**src/cpu_status_defs.vh**
```
`ifndef CPU_STATUS_DEFS_VH
`define CPU_STATUS_DEFS_VH

// operation codes presented on opCode with opValid
`define OP_NOP 5'h00
`define OP_LST0 5'h01
`define OP_LST1 5'h02
`define OP_SST0 5'h03
`define OP_SST1 5'h04
`define OP_SETF 5'h05
`define OP_CLRF 5'h06
`define OP_LDPTR 5'h07
`define OP_MODAUX 5'h08
`define OP_INDIRECT 5'h09
`define OP_LDPAGE 5'h0A
`define OP_SETPM 5'h0B
`define OP_LDTEMP 5'h0C
`define OP_MPYS 5'h0D
`define OP_MPYU 5'h0E
`define OP_ADD 5'h0F
`define OP_SUB 5'h10
`define OP_ADD16 5'h11
`define OP_SUB16 5'h12
`define OP_SHIFT 5'h13
`define OP_PUSH 5'h14
`define OP_POP 5'h15
`define OP_LDPROD 5'h16

// flag selectors for set/clear operations
`define FLAG_CARRY 2'h0
`define FLAG_CNF 2'h1
`define FLAG_GLOBAL_IRQ_MASK 2'h2

// status word zero layout
`define ST0_ARP_HI 15
`define ST0_ARP_LO 13
`define ST0_GLOBAL_IRQ_MASK 9
`define ST0_DP_HI 8
`define ST0_DP_LO 0
`define ST0_RSVD_MASK 16'h1C00

// status word one layout
`define ST1_ARB_HI 15
`define ST1_ARB_LO 13
`define ST1_CNF 12
`define ST1_CARRY 9
`define ST1_PM_HI 1
`define ST1_PM_LO 0
`define ST1_RSVD_MASK 16'h0DFC

// product shift mode encodings
`define PM_NONE 2'h0
`define PM_LEFT1 2'h1
`define PM_LEFT4 2'h2
`define PM_RIGHT6 2'h3

// reset values
`define RST_ARP 3'h0
`define RST_ARB 3'h0
`define RST_DP 9'h000
`define RST_PM 2'h0
`define RST_CARRY 1'b1
`define RST_CNF 1'b0
`define RST_GLOBAL_IRQ_MASK 1'b1

`define STACK_DEPTH 8
`define STACK_PTR_W 3

`endif

```
**src/cpu_status_product_path.v**
```verilog
// Notes on behaviour
// - product register is 32 bits, holds full signed or unsigned 16x16 product
// - product shifter passes unshifted, left one, left four, or right six
// - shifter sits after product register, feeding ALU and write bus, no cycle
// - stack holds eight 16-bit entries for return addresses or pushed data
// - temp register feeds multiplier, dynamic shift count and dynamic bit index
// - program and data paths are separate so fetch and data read coincide
// - pipelined core completes most operations at one per cycle
// - both status words load from and store to data memory
// - set and clear flag operations change one bit only
// - reserved status bits always read as one
// - pointer load copies old pointer into backup, except status loads
// - loading status word one copies backup value into pointer too
// - pointer picks auxiliary register; changed by indirect, load, modify, status load
// - carry set on add carry else cleared; cleared on borrow else set
// - add/sub with 16-bit shift may only set or only clear carry
// - carry also from shifts, set/clear and status word one loads; reset sets it
// - 9-bit page pointer above seven instruction bits forms direct address
// - mask zero enables unmasked maskable interrupts; one blocks them
// - mask set by reset, acknowledge and maskable trap; set/clear flag ops too
// - status loads never change the interrupt mask
// - shift mode encoding 00 none, 01 left1, 10 left4, 11 right6 signed
`timescale 1ns/1ps
`include "cpu_status_defs.vh"

module cpu_status_product_path (
  input wire clk_sys,
  input wire rst_b,
  input wire opValid,
  input wire [4:0] opCode,
  input wire [1:0] flagSelect,
  input wire [15:0] opData,
  input wire aluCarry,
  input wire [6:0] instrLow,
  input wire [15:0] progFetchData,
  input wire irqAcknowledge,
  input wire trapTaken,
  input wire irqPending,
  output reg [15:0] readData_q,
  output reg readValid_q,
  output reg [31:0] productScaled_q,
  output reg [31:0] productRaw_q,
  output reg [15:0] tempReg_q,
  output reg [3:0] dynShiftCount_q,
  output reg [3:0] dynBitIndex_q,
  output reg [2:0] auxPointer_q,
  output reg [2:0] auxPointerBackup_q,
  output reg [8:0] pagePointer_q,
  output reg [15:0] directAddr_q,
  output reg [1:0] productShiftMode_q,
  output reg carryFlag_q,
  output reg ramMapSelect_q,
  output reg globalIrqMask_q,
  output reg irqEnable_q,
  output reg [15:0] instrWord_q,
  output reg [2:0] stackDepth_q
);

  reg [31:0] productD;
  reg [15:0] tempD;
  reg [2:0] arpD;
  reg [2:0] arbD;
  reg [8:0] dpD;
  reg [1:0] pmD;
  reg carryD;
  reg cnfD;
  reg intmD;
  reg [15:0] statusZero;
  reg [15:0] statusOne;
  reg [15:0] stackMem [0:`STACK_DEPTH-1];
  reg [`STACK_PTR_W-1:0] stackPtr_q;
  reg [`STACK_PTR_W-1:0] stackPtrD;
  reg [`STACK_PTR_W-1:0] popIdx;
  wire [31:0] shiftedD;
  wire [31:0] signedProd;
  wire [31:0] unsignedProd;
  wire isOp;
  integer i;

  assign isOp = opValid;

  // 16x16 products, temp register supplies one operand
  assign signedProd = $signed(tempReg_q) * $signed(opData);
  assign unsignedProd = tempReg_q * opData;

  // scaled product computed from next state so the registered output needs no extra cycle
  product_shifter uShift (
    .productIn(productD),
    .shiftMode(pmD),
    .productOut(shiftedD)
  );

  // status words as read, reserved positions forced to one
  always @* begin
    statusZero = `ST0_RSVD_MASK;
    statusZero[`ST0_ARP_HI:`ST0_ARP_LO] = auxPointer_q;
    statusZero[`ST0_GLOBAL_IRQ_MASK] = globalIrqMask_q;
    statusZero[`ST0_DP_HI:`ST0_DP_LO] = pagePointer_q;
    statusOne = `ST1_RSVD_MASK;
    statusOne[`ST1_ARB_HI:`ST1_ARB_LO] = auxPointerBackup_q;
    statusOne[`ST1_CNF] = ramMapSelect_q;
    statusOne[`ST1_CARRY] = carryFlag_q;
    statusOne[`ST1_PM_HI:`ST1_PM_LO] = productShiftMode_q;
  end

  // next product and temp register
  always @* begin
    productD = productRaw_q;
    tempD = tempReg_q;
    if (isOp) begin
      case (opCode)
        `OP_LDTEMP: tempD = opData;
        `OP_MPYS: productD = signedProd;
        `OP_MPYU: productD = unsignedProd;
        `OP_LDPROD: productD = {opData, productRaw_q[15:0]};
        default: productD = productRaw_q;
      endcase
    end
  end

  // next auxiliary pointer, backup and page pointer
  always @* begin
    arpD = auxPointer_q;
    arbD = auxPointerBackup_q;
    dpD = pagePointer_q;
    if (isOp) begin
      case (opCode)
        `OP_LDPTR, `OP_MODAUX, `OP_INDIRECT: begin
          arpD = opData[2:0];
          arbD = auxPointer_q;
        end
        `OP_LST0: begin
          arpD = opData[`ST0_ARP_HI:`ST0_ARP_LO];
          dpD = opData[`ST0_DP_HI:`ST0_DP_LO];
        end
        `OP_LST1: begin
          arbD = opData[`ST1_ARB_HI:`ST1_ARB_LO];
          arpD = opData[`ST1_ARB_HI:`ST1_ARB_LO];
        end
        `OP_LDPAGE: dpD = opData[8:0];
        default: arpD = auxPointer_q;
      endcase
    end
  end

  // next carry, map select and shift mode
  always @* begin
    carryD = carryFlag_q;
    cnfD = ramMapSelect_q;
    pmD = productShiftMode_q;
    if (isOp) begin
      case (opCode)
        `OP_ADD, `OP_SUB: carryD = aluCarry;
        `OP_ADD16: begin
          if (aluCarry) begin
            carryD = 1'b1;
          end
        end
        `OP_SUB16: begin
          if (!aluCarry) begin
            carryD = 1'b0;
          end
        end
        `OP_SHIFT: carryD = aluCarry;
        `OP_SETF, `OP_CLRF: begin
          if (flagSelect == `FLAG_CARRY) begin
            carryD = (opCode == `OP_SETF);
          end
          if (flagSelect == `FLAG_CNF) begin
            cnfD = (opCode == `OP_SETF);
          end
        end
        `OP_LST1: begin
          carryD = opData[`ST1_CARRY];
          cnfD = opData[`ST1_CNF];
          pmD = opData[`ST1_PM_HI:`ST1_PM_LO];
        end
        `OP_SETPM: pmD = opData[1:0];
        default: carryD = carryFlag_q;
      endcase
    end
  end

  // next interrupt mask, hardware set wins over a clear in the same cycle
  always @* begin
    intmD = globalIrqMask_q;
    if (isOp && (flagSelect == `FLAG_GLOBAL_IRQ_MASK)) begin
      if (opCode == `OP_SETF) begin
        intmD = 1'b1;
      end else if (opCode == `OP_CLRF) begin
        intmD = 1'b0;
      end
    end
    if (irqAcknowledge || trapTaken) begin
      intmD = 1'b1;
    end
  end

  // stack pointer movement and pop index
  always @* begin
    stackPtrD = stackPtr_q;
    popIdx = stackPtr_q - 3'h1;
    if (isOp && (opCode == `OP_PUSH)) begin
      stackPtrD = stackPtr_q + 3'h1;
    end else if (isOp && (opCode == `OP_POP)) begin
      stackPtrD = popIdx;
    end
  end

  // state registers
  always @(posedge clk_sys or negedge rst_b) begin
    if (!rst_b) begin
      productRaw_q <= 32'h0000_0000;
      productScaled_q <= 32'h0000_0000;
      tempReg_q <= 16'h0000;
      dynShiftCount_q <= 4'h0;
      dynBitIndex_q <= 4'h0;
      auxPointer_q <= `RST_ARP;
      auxPointerBackup_q <= `RST_ARB;
      pagePointer_q <= `RST_DP;
      productShiftMode_q <= `RST_PM;
      carryFlag_q <= `RST_CARRY;
      ramMapSelect_q <= `RST_CNF;
      globalIrqMask_q <= `RST_GLOBAL_IRQ_MASK;
      stackPtr_q <= 3'h0;
    end else begin
      productRaw_q <= productD;
      productScaled_q <= shiftedD;
      tempReg_q <= tempD;
      dynShiftCount_q <= tempD[3:0];
      dynBitIndex_q <= 4'hF - tempD[3:0];
      auxPointer_q <= arpD;
      auxPointerBackup_q <= arbD;
      pagePointer_q <= dpD;
      productShiftMode_q <= pmD;
      carryFlag_q <= carryD;
      ramMapSelect_q <= cnfD;
      globalIrqMask_q <= intmD;
      stackPtr_q <= stackPtrD;
    end
  end

  // stack storage, circular so the oldest entry is overwritten past eight
  always @(posedge clk_sys or negedge rst_b) begin
    if (!rst_b) begin
      for (i = 0; i < `STACK_DEPTH; i = i + 1) begin
        stackMem[i] <= 16'h0000;
      end
    end else if (isOp && (opCode == `OP_PUSH)) begin
      stackMem[stackPtr_q] <= opData;
    end
  end

  // occupancy count, saturating at eight minus one for a 3-bit view
  always @(posedge clk_sys or negedge rst_b) begin
    if (!rst_b) begin
      stackDepth_q <= 3'h0;
    end else if (isOp && (opCode == `OP_PUSH) && (stackDepth_q != 3'h7)) begin
      stackDepth_q <= stackDepth_q + 3'h1;
    end else if (isOp && (opCode == `OP_POP) && (stackDepth_q != 3'h0)) begin
      stackDepth_q <= stackDepth_q - 3'h1;
    end
  end

  // read data: status stores, stack pops, one answer per operation
  always @(posedge clk_sys or negedge rst_b) begin
    if (!rst_b) begin
      readData_q <= 16'h0000;
      readValid_q <= 1'b0;
    end else begin
      readValid_q <= 1'b0;
      if (isOp) begin
        case (opCode)
          `OP_SST0: begin
            readData_q <= statusZero;
            readValid_q <= 1'b1;
          end
          `OP_SST1: begin
            readData_q <= statusOne;
            readValid_q <= 1'b1;
          end
          `OP_POP: begin
            readData_q <= stackMem[popIdx];
            readValid_q <= 1'b1;
          end
          default: readValid_q <= 1'b0;
        endcase
      end
    end
  end

  // program fetch captured alongside any data operation in the same cycle
  always @(posedge clk_sys or negedge rst_b) begin
    if (!rst_b) begin
      instrWord_q <= 16'h0000;
    end else begin
      instrWord_q <= progFetchData;
    end
  end

  // direct address and interrupt enable from next state
  always @(posedge clk_sys or negedge rst_b) begin
    if (!rst_b) begin
      directAddr_q <= 16'h0000;
      irqEnable_q <= 1'b0;
    end else begin
      directAddr_q <= {dpD, instrLow};
      irqEnable_q <= irqPending & ~intmD;
    end
  end

endmodule

```
**src/product_shifter.v**
```verilog
`timescale 1ns/1ps
`include "cpu_status_defs.vh"

module product_shifter (
  input wire [31:0] productIn,
  input wire [1:0] shiftMode,
  output reg [31:0] productOut
);

  // combinational scaling, no added cycle
  always @* begin
    case (shiftMode)
      `PM_NONE: productOut = productIn;
      `PM_LEFT1: productOut = {productIn[30:0], 1'b0};
      `PM_LEFT4: productOut = {productIn[27:0], 4'h0};
      `PM_RIGHT6: productOut = {{6{productIn[31]}}, productIn[31:6]};
      default: productOut = productIn;
    endcase
  end

endmodule

```
**config.mk**
```make
export PLATFORM = sky130hd
export DESIGN_NAME = cpu_status_product_path
export DESIGN_NICKNAME = d
export VERILOG_FILES = /design/src/cpu_status_product_path.v /design/src/product_shifter.v
export VERILOG_INCLUDE_DIRS = /design/src
export SDC_FILE = /design/constraint.sdc
export NUM_CORES = 1
export LEC_CHECK = 0
export BUFFER_PORTS_ARGS = -buffer_cell sky130_fd_sc_hd__buf_2
export CAP_MARGIN = 30
export CORE_MARGIN = 5
export CORE_UTILIZATION = 40
export CTS_BUF_LIST = sky130_fd_sc_hd__clkbuf_8
export DETAILED_ROUTE_END_ITERATION = 8
export SYNTH_ARGS = -nofsm -noshare
export SYNTH_HDL_FRONTEND = slang
export SYNTH_SLANG_ARGS = --single-unit
```
**constraint.sdc**
```tcl
create_clock -name clk_sys -period 6.9 [get_ports clk_sys]
set_input_delay 1.38 -clock clk_sys [delete_from_list [all_inputs] [get_ports clk_sys]]
set_output_delay 1.38 -clock clk_sys [all_outputs]
set_load 0.005 [all_outputs]
```
==> results of run 1 <==
-- final cells by class --
| type | instances | share of cell area [%] |
|---|---|---|
| multi-input combinational | 1818 | 55.7 |
| sequential | 279 | 20.4 |
| timing repair buffer | 570 | 12.0 |
| inverter | 503 | 5.52 |
| tap | 931 | 3.40 |
| clock buffer | 61 | 2.45 |
| clock inverter | 25 | 0.540 |
-- layer usage --
metal	GRT usage, %	up-vias	share of wire, %
li1	-	9793	-
met4	5.99	4	2.9
met1	31.3	11100	43
met3	4.10	154	6.4
met5	0	-	0.032
met2	36.2	733	47
-- worst max-delay path by stage --
stage	depth (start not counted)	endpoint	slack, ns	start
finish	24	productScaled_q[28]$_DFF_PN0_	-0.11	opData[8]
CTS	26	productScaled_q[30]$_DFF_PN0_	-0.01	opData[8]
floorplan	24	productScaled_q[30]$_DFF_PN0_	-0.32	opData[12]
global route	27	productScaled_q[24]$_DFF_PN0_	-0.22	opData[8]
detailed placement	23	productScaled_q[31]$_DFF_PN0_	-1.04	opData[9]
global placement	23	productScaled_q[31]$_DFF_PN0_	-1.04	opData[9]
-- cell families (layout without fill, tap and decap cells) --
kind of cell	Yosys count	in the layout
simple gates	670	670
buf+inv	661	1159
fa+ha+maj	521	521
compound gates	363	363
flops	279	279
mux	204	204
xor+xnor	60	60
-- sequential cells by signal, indices dropped and copies added (netlist names), 2 cells and up --
signal	cells
productScaled_q	32
stackDepth_q	3
directAddr_q	16
auxPointer_q	3
productShiftMode_q	2
productRaw_q	32
stackMem	128
auxPointerBackup_q	3
tempReg_q	16
readData_q	16
instrWord_q	16
stackPtr_q	3
dynBitIndex_q	4
-- cells in the final DEF, fill, tap and decap left out, drive strengths merged, types with 18 or more instances in the layout --
cell type    n
buf        568
a31oi       19
nor2       108
and2       129
a21o        24
a221oi      18
mux2       154
nor3        19
o21ai       80
a21oi       93
mux4        32
inv        518
clkbuf      63
fa         367
nand2      285
nand3       27
ha         154
a211oi      18
xnor2       29
mux2i       18
dfrtp      277
xor2        30
-- stage by stage --
stage          hold slack, ns  util, %  setup slack, ns  TNS [ns]
6_report                0.477     50.0           -0.108    -0.574
5_1_grt                 0.506     50.0           -0.217     -2.94
4_1_cts                 0.479     48.8          -0.0116   -0.0155
3_5_place_dp            0.465     46.8            -1.04    -29.89
3_3_place_gp            0.457     46.7            -1.04    -29.07
2_1_floorplan           0.445        -           -0.318     -2.46
-- worst min-delay path: stages (launching register included) --
cell	delay [ns]
dfrtp_1	0.34
nand2_1	0.04
o21ai_0	0.06
-- repair_timing --
item | CTS | global route
pin swaps | 36 | 92
setup buffers | 4 | 25
cloned | 0 | 2
resized for setup | 60 | 141
setup endpoints to repair | 28 | 29
==> results.md, run 1 <==
* Status: finished, violations left
* Failing checks: negative setup slack
* Vias per cell at 5.21
* Synth Area in Simple Gates at a little under an eighth
* Root buf cell: clkbuf_8
* Fin cells at between 4000 and 5000
* Synth area leaders: fa_1 27%, dfrtp_1 25%, ha_1 7.0%
* FMAX at about 140 MHz
* Total GRT Usage at about 22%
* CTS max path bufs at 3
* Floorplan Core Area at 68600 um^2
* Hold Crit Class: reg -> reg
* Via count at 21800
* Synth Instances at about 2800
* Minimum clock period at 7.01 ns
* R2r setup slk at 0.08 ns
* Initial Util at 40.3%
* Worst Tran Pin Value at 1.04 ns
* Antenna-violating nets left at 0
* Drt initial violations at between 1000 and 1500
* Crit path kind: in -> reg
* Area Overhead vs Synth at 24.1%
* Die X-Extent at 273 um
* Final #Nets at 3794
* Critical path arrival at around 7.5 ns
* Synth warn at 0
* Yosys reg bits at 279
* Post-Place Cells at between 4000 and 5000
* Clk pin slew, worst setup/hold paths at approximately 0.060 ns
* Synth Cell Area at 27600 um^2
* Die height at 273 um
* Fin Clk Skew at 0.0382 ns
* CTS Hold Bufs at 0
* Req. time, crit path at about 7.4 ns
* Worst r2r dst: productScaled_q[28]$_DFF_PN0_
* Top FF cell, synth: dfrtp_1
* Rel. slew slack at 30.6%
* Worst hold path depth at 2
* Number of global-route vias before repair at 23800
* Number of diodes at 0
* Max stage delay on crit path at 0.59 ns
* Top-Level Pins at approximately 210
* Final WS setup at -0.108 ns
* Startpoint Class: input port
* Final GP Congestion at slightly above 0.9
* Clock buffer count from CTS at 48
* Synth Area in Compound Gates at 8.74%
* Setup violators final at 9
* Yosys cell types at 80
* RSZ-0062 raised after global routing: true
* Post-synthesis sequential area ratio at 25.3%
* Mapped Nets at between 3000 and 4000
* DP Area at 32100 um^2
* Worst Setup End Kind: register
* Worst path cell trace: buf_8 -> buf_12 -> nand2_2 -> fa_1 -> inv_1 -> fa_1 -> buf_4 -> fa_2 -> fa_2 -> fa_1 -> inv_1 -> fa_1 -> inv_1 -> ha_4 -> a21o_1 -> or3_4 -> nor3_4 -> a211oi_4 -> o41ai_4 -> mux2i_2 -> a41oi_4 -> a21oi_2 -> buf_4 -> a32oi_1
* Main combinational cell family by area after synthesis: adder cells
* Avg Inst Size Synth at 10.0 um^2
* Initial antenna violation count at 2
* Register Area at 6990 um^2
* Crit-path slowest cell: fa_2
* Port buffer count at 213
* Share of post-route cells with drive strength above 1 at a little under a third
* Skew-Pair Late Insertion Delay at 0.63 ns
* WL/cell at between 20 and 25 um
* Die area at 74400 um^2
* Fin area at 34300 um^2
* Most common cell in the netlist: inv_1
* XOR/XNOR Fraction of Synth Area at roughly 2%
* # rows at 96
* EDFF count, synth at 0
* Synth cell count leaders: 502 x inv_1, 367 x fa_1, 285 x nand2_1
* Clock sink count at 279
* Pin count of the biggest net entering global routing at 146
* DRT Pass-1 Iters at 7
* Hold path startpoint: readData_q[13]$_DFFE_PN0P_
* Multi-input logic area at 19100 um^2
* FFs w/ async S/R, synth at 100%
* DR DRC count at 0
* Worst-path maximum fanout at 6
* Final worst-path cycle share at 102%
* Global-route wire length before repair at 132000 um
* R2R cell count at 22
* Final Max Slew Viols at 0
* Post-synthesis mux area share at 9.53%
* Hold Crit Endpoint: readData_q[13]$_DFFE_PN0P_
* Dpl hpwl at between 60000 and 70000 um
* Total congestion overflow at 0
* Top delay family on crit path: adder cells
* Largest area contributor in the netlist: fa_1
* CTS tree: done
* Cell repeated most along the worst path: fa_1
* H-Tree Depth at 2
* Filler cells at 6249
* Max-cap violation count at 0
* Routed wire length at between 80000 and 90000 um
* Worst r2r src: tempReg_q[8]$_DFFE_PN0P_
* Synth top area share at 26.6%
* Crit path buf inv count at 7
* Final Hold Viols at 0
* Adder-cell share of the synthesized area at 33.6%
Power of run 1 is left out: the tool's default activity adds up to more than one toggle a clock period on the data nets, which glitch-free logic cannot reach.
==> inputs of run 2 (changes only) <==
--- a/config.mk
+++ b/config.mk
@@ -12,6 +12,7 @@
 export CORE_UTILIZATION = 40
 export CTS_BUF_LIST = sky130_fd_sc_hd__clkbuf_8
 export DETAILED_ROUTE_END_ITERATION = 8
+export RECOVER_POWER = 50
 export SYNTH_ARGS = -nofsm -noshare
 export SYNTH_HDL_FRONTEND = slang
 export SYNTH_SLANG_ARGS = --single-unit
==> run 2 against run 1 <==
Global-route usage did not move. Highest routed layer unchanged. Clock skew fell by 0.0021 ns. Worst setup slack improved by 0.0043 ns. The flow finishes with violations (max-capacitance violations, max-slew violations, negative setup slack). Cell count did not move. Fmax barely moved. Sequential cell count did not move. First-iteration DRC count rose by 8.2%. Count of clock-buffer cells in the layout did not move. Register-to-register slack barely moved. Sequential share of layout area rose by 0.073 points. Hold slack got worse by 0.00059 ns.
==> results.md, run 2 (synthesized netlist as in run 1, its figures left out) <==
* FMAX at 143 MHz (about the same)
* Final GP Congestion at 0.925 (unchanged)
* Req. time, crit path at 7.35 ns (was 7.36 ns)
* Skew-Pair Late Insertion Delay at 0.63 ns (about the same)
* RSZ-0062 raised after global routing: true (unchanged)
* Multi-input logic area at 19100 um^2 (about the same)
* Cell repeated most along the worst path: fa_1 (unchanged)
* H-Tree Depth at 2 (unchanged)
* Fin area at 34200 um^2 (was 34300 um^2)
* Root buf cell: clkbuf_8 (unchanged)
* Initial Util at 40.3% (unchanged)
* DR DRC count at 0 (unchanged)
* Antenna-violating nets left at 0 (unchanged)
* CTS Hold Bufs at 0 (unchanged)
* Crit-path slowest cell: fa_2 (unchanged)
* Status: finished, violations left (unchanged)
* Routed wire length at 84400 um (about the same)
* Top routing layer used: met5 (unchanged)
* Most common library cell in the layout ignoring fill and taps: inv_1 (unchanged)
* WL met3 at 5900 um (was 5380 um)
* Final worst-path cycle share at 102% (about the same)
* Final Max Slew Viols at 282 (was 0)
* Global-route wire length before repair at 132000 um (unchanged)
* DRT Pass-1 Iters at 5 (was 7)
* Setup_tns at -0.548 ns (was -0.574 ns)
* Total congestion overflow at 0 (unchanged)
* Biggest regs: stackMem: 128 flops, productRaw_q: 32 flops, productScaled_q: 32 flops (unchanged)
* Vias per cell at 5.22 (was 5.21)
* Total GRT Usage at 22.4% (unchanged)
* Clk pin slew, worst setup/hold paths at 0.06 ns (about the same)
* WL/cell at 20.1 um (was 20.2 um)
* Fin Clk Skew at 0.0361 ns (was 0.0382 ns)
* Port buffer count at 213 (unchanged)
* R2r setup slk at 0.07 ns (was 0.08 ns)
* Filler cells at 6295 (was 6249)
* Worst path cell trace: buf_8 -> buf_12 -> nand2_2 -> fa_1 -> inv_1 -> fa_1 -> buf_4 -> fa_2 -> fa_2 -> fa_1 -> inv_1 -> fa_1 -> inv_1 -> ha_4 -> a21o_1 -> or3_4 -> nor3_4 -> a211oi_4 -> o41ai_4 -> mux2i_2 -> a41oi_4 -> a21oi_2 -> buf_4 -> a32oi_1 (unchanged)
* Clock buffer count from CTS at 48 (unchanged)
* Drt initial violations at 1353 (was 1250)
* CTS max path bufs at 3 (unchanged)
* Final WS setup at -0.104 ns (was -0.108 ns)
* Area Overhead vs Synth at 23.7% (was 24.1%)
* # rows at 96 (unchanged)
* Top reg by flops: stackMem (unchanged)
* Number of global-route vias before repair at 23800 (unchanged)
* Pin count of the biggest net entering global routing at 146 (unchanged)
* Worst-path maximum fanout at 6 (unchanged)
* Worst Tran Pin Value at 3.35 ns (was 1.04 ns)
* Setup violators final at 8 (was 9)
* Number of diodes at 0 (unchanged)
* Die height at 273 um (unchanged)
* Met2 wire length at 39900 um (about the same)
* Critical path arrival at 7.46 ns (about the same)
* Commonest cells after routing, fill and taps aside: 502 x inv_1, 345 x fa_1, 336 x buf_4 (was 502 x inv_1, 345 x fa_1, 338 x buf_4)
* Met1 wire length at 36100 um (was 36600 um)
* Rel. slew slack at -124% (was 30.6%)
* Startpoint Class: input port (unchanged)
* Via count at 21900 (was 21800)
* Largest register FFs at 128 (unchanged)
* Pre-CTS worst setup slack at -1.04 ns (unchanged)
* Die area at 74400 um^2 (unchanged)
* Final Hold Viols at 0 (unchanged)
* Clock sink count at 279 (unchanged)
* Initial antenna violation count at 3 (was 2)
* Hold Crit Class: reg -> reg (unchanged)
* Floorplan Core Area at 68600 um^2 (unchanged)
* Worst Setup End Kind: register (unchanged)
* Max stage delay on crit path at 0.59 ns (about the same)
* CTS tree: done (unchanged)
* Die X-Extent at 273 um (unchanged)
* Share of post-route cells with drive strength above 1 at 30.1% (was 31.9%)
* Minimum clock period at 7.00 ns (was 7.01 ns)
* Crit path kind: in -> reg (unchanged)
* Register Area at 6990 um^2 (unchanged)
* Failing checks: max-capacitance violations, max-slew violations, negative setup slack (was negative setup slack)
* Top-Level Pins at 214 (unchanged)
* Final #Nets at 3794 (unchanged)
* Dpl hpwl at 66300 um (unchanged)
* Max-cap violation count at 2 (was 0)
* DP Area at 32100 um^2 (unchanged)
## run 2: changes by cell type in the layout (fill, tap and decap cells not counted), sizes merged
cell    previous run  this run
buf              568       513
clkbuf            63       118
## run 2: metal layers
layer / vias to the layer above / global-route usage (%)
li1: 9787 / -
met1: 11200 / 31.3
met2: 751 / 36.2
met3: 152 / 4.10
met4: 4 / 5.99
met5: - / 0
## run 2: area by class of cell
cell class / instances / share of cell area (%)
inverter: 503 / 5.54
sequential: 279 / 20.5
multi-input combinational: 1818 / 55.9
timing repair buffer: 570 / 11.7
clock inverter: 25 / 0.542
clock buffer: 61 / 2.46
tap: 931 / 3.41
## run 2: repair_timing
action / CTS / global route
setup endpoints to repair: 28 / 29
cloned: 0 / 2
buffers inserted: 4 / 25
pin swaps: 36 / 92
resized for setup: 60 / 141
## run 2: critical path: cells and delay by family
kind	cells	cell delay [ns]
buf+inv	7	0.75
fa+ha+maj	7	3.17
simple gates	3	0.65
mux	1	0.32
compound gates	6	1.14
## run 2: final timing paths
kind / start / to / depth (start not counted)
setup / recovery: opData[8] / productScaled_q[28]$_DFF_PN0_ / 24
hold / removal: readData_q[13]$_DFFE_PN0P_ / readData_q[13]$_DFFE_PN0P_ / 2
setup reg to reg: tempReg_q[8]$_DFFE_PN0P_ / productScaled_q[28]$_DFF_PN0_ / 22
hold reg to reg: readData_q[13]$_DFFE_PN0P_ / readData_q[13]$_DFFE_PN0P_ / 2
max in group asynchronous: rst_b / productScaled_q[7]$_DFF_PN0_ / 2
min in group asynchronous: rst_b / stackMem[38]$_DFFE_PN0P_ / 1
## run 2: stage by stage
stage,std cells,hold slack (ns),utilization (%)
6_report,4187,0.476,49.8
5_1_grt,4187,0.506,49.8
4_1_cts,4161,0.479,48.8
3_5_place_dp,4072,0.465,46.8
3_3_place_gp,4068,0.457,46.7
2_1_floorplan,2758,0.445,-
Power of run 2 is left out for the same reason.
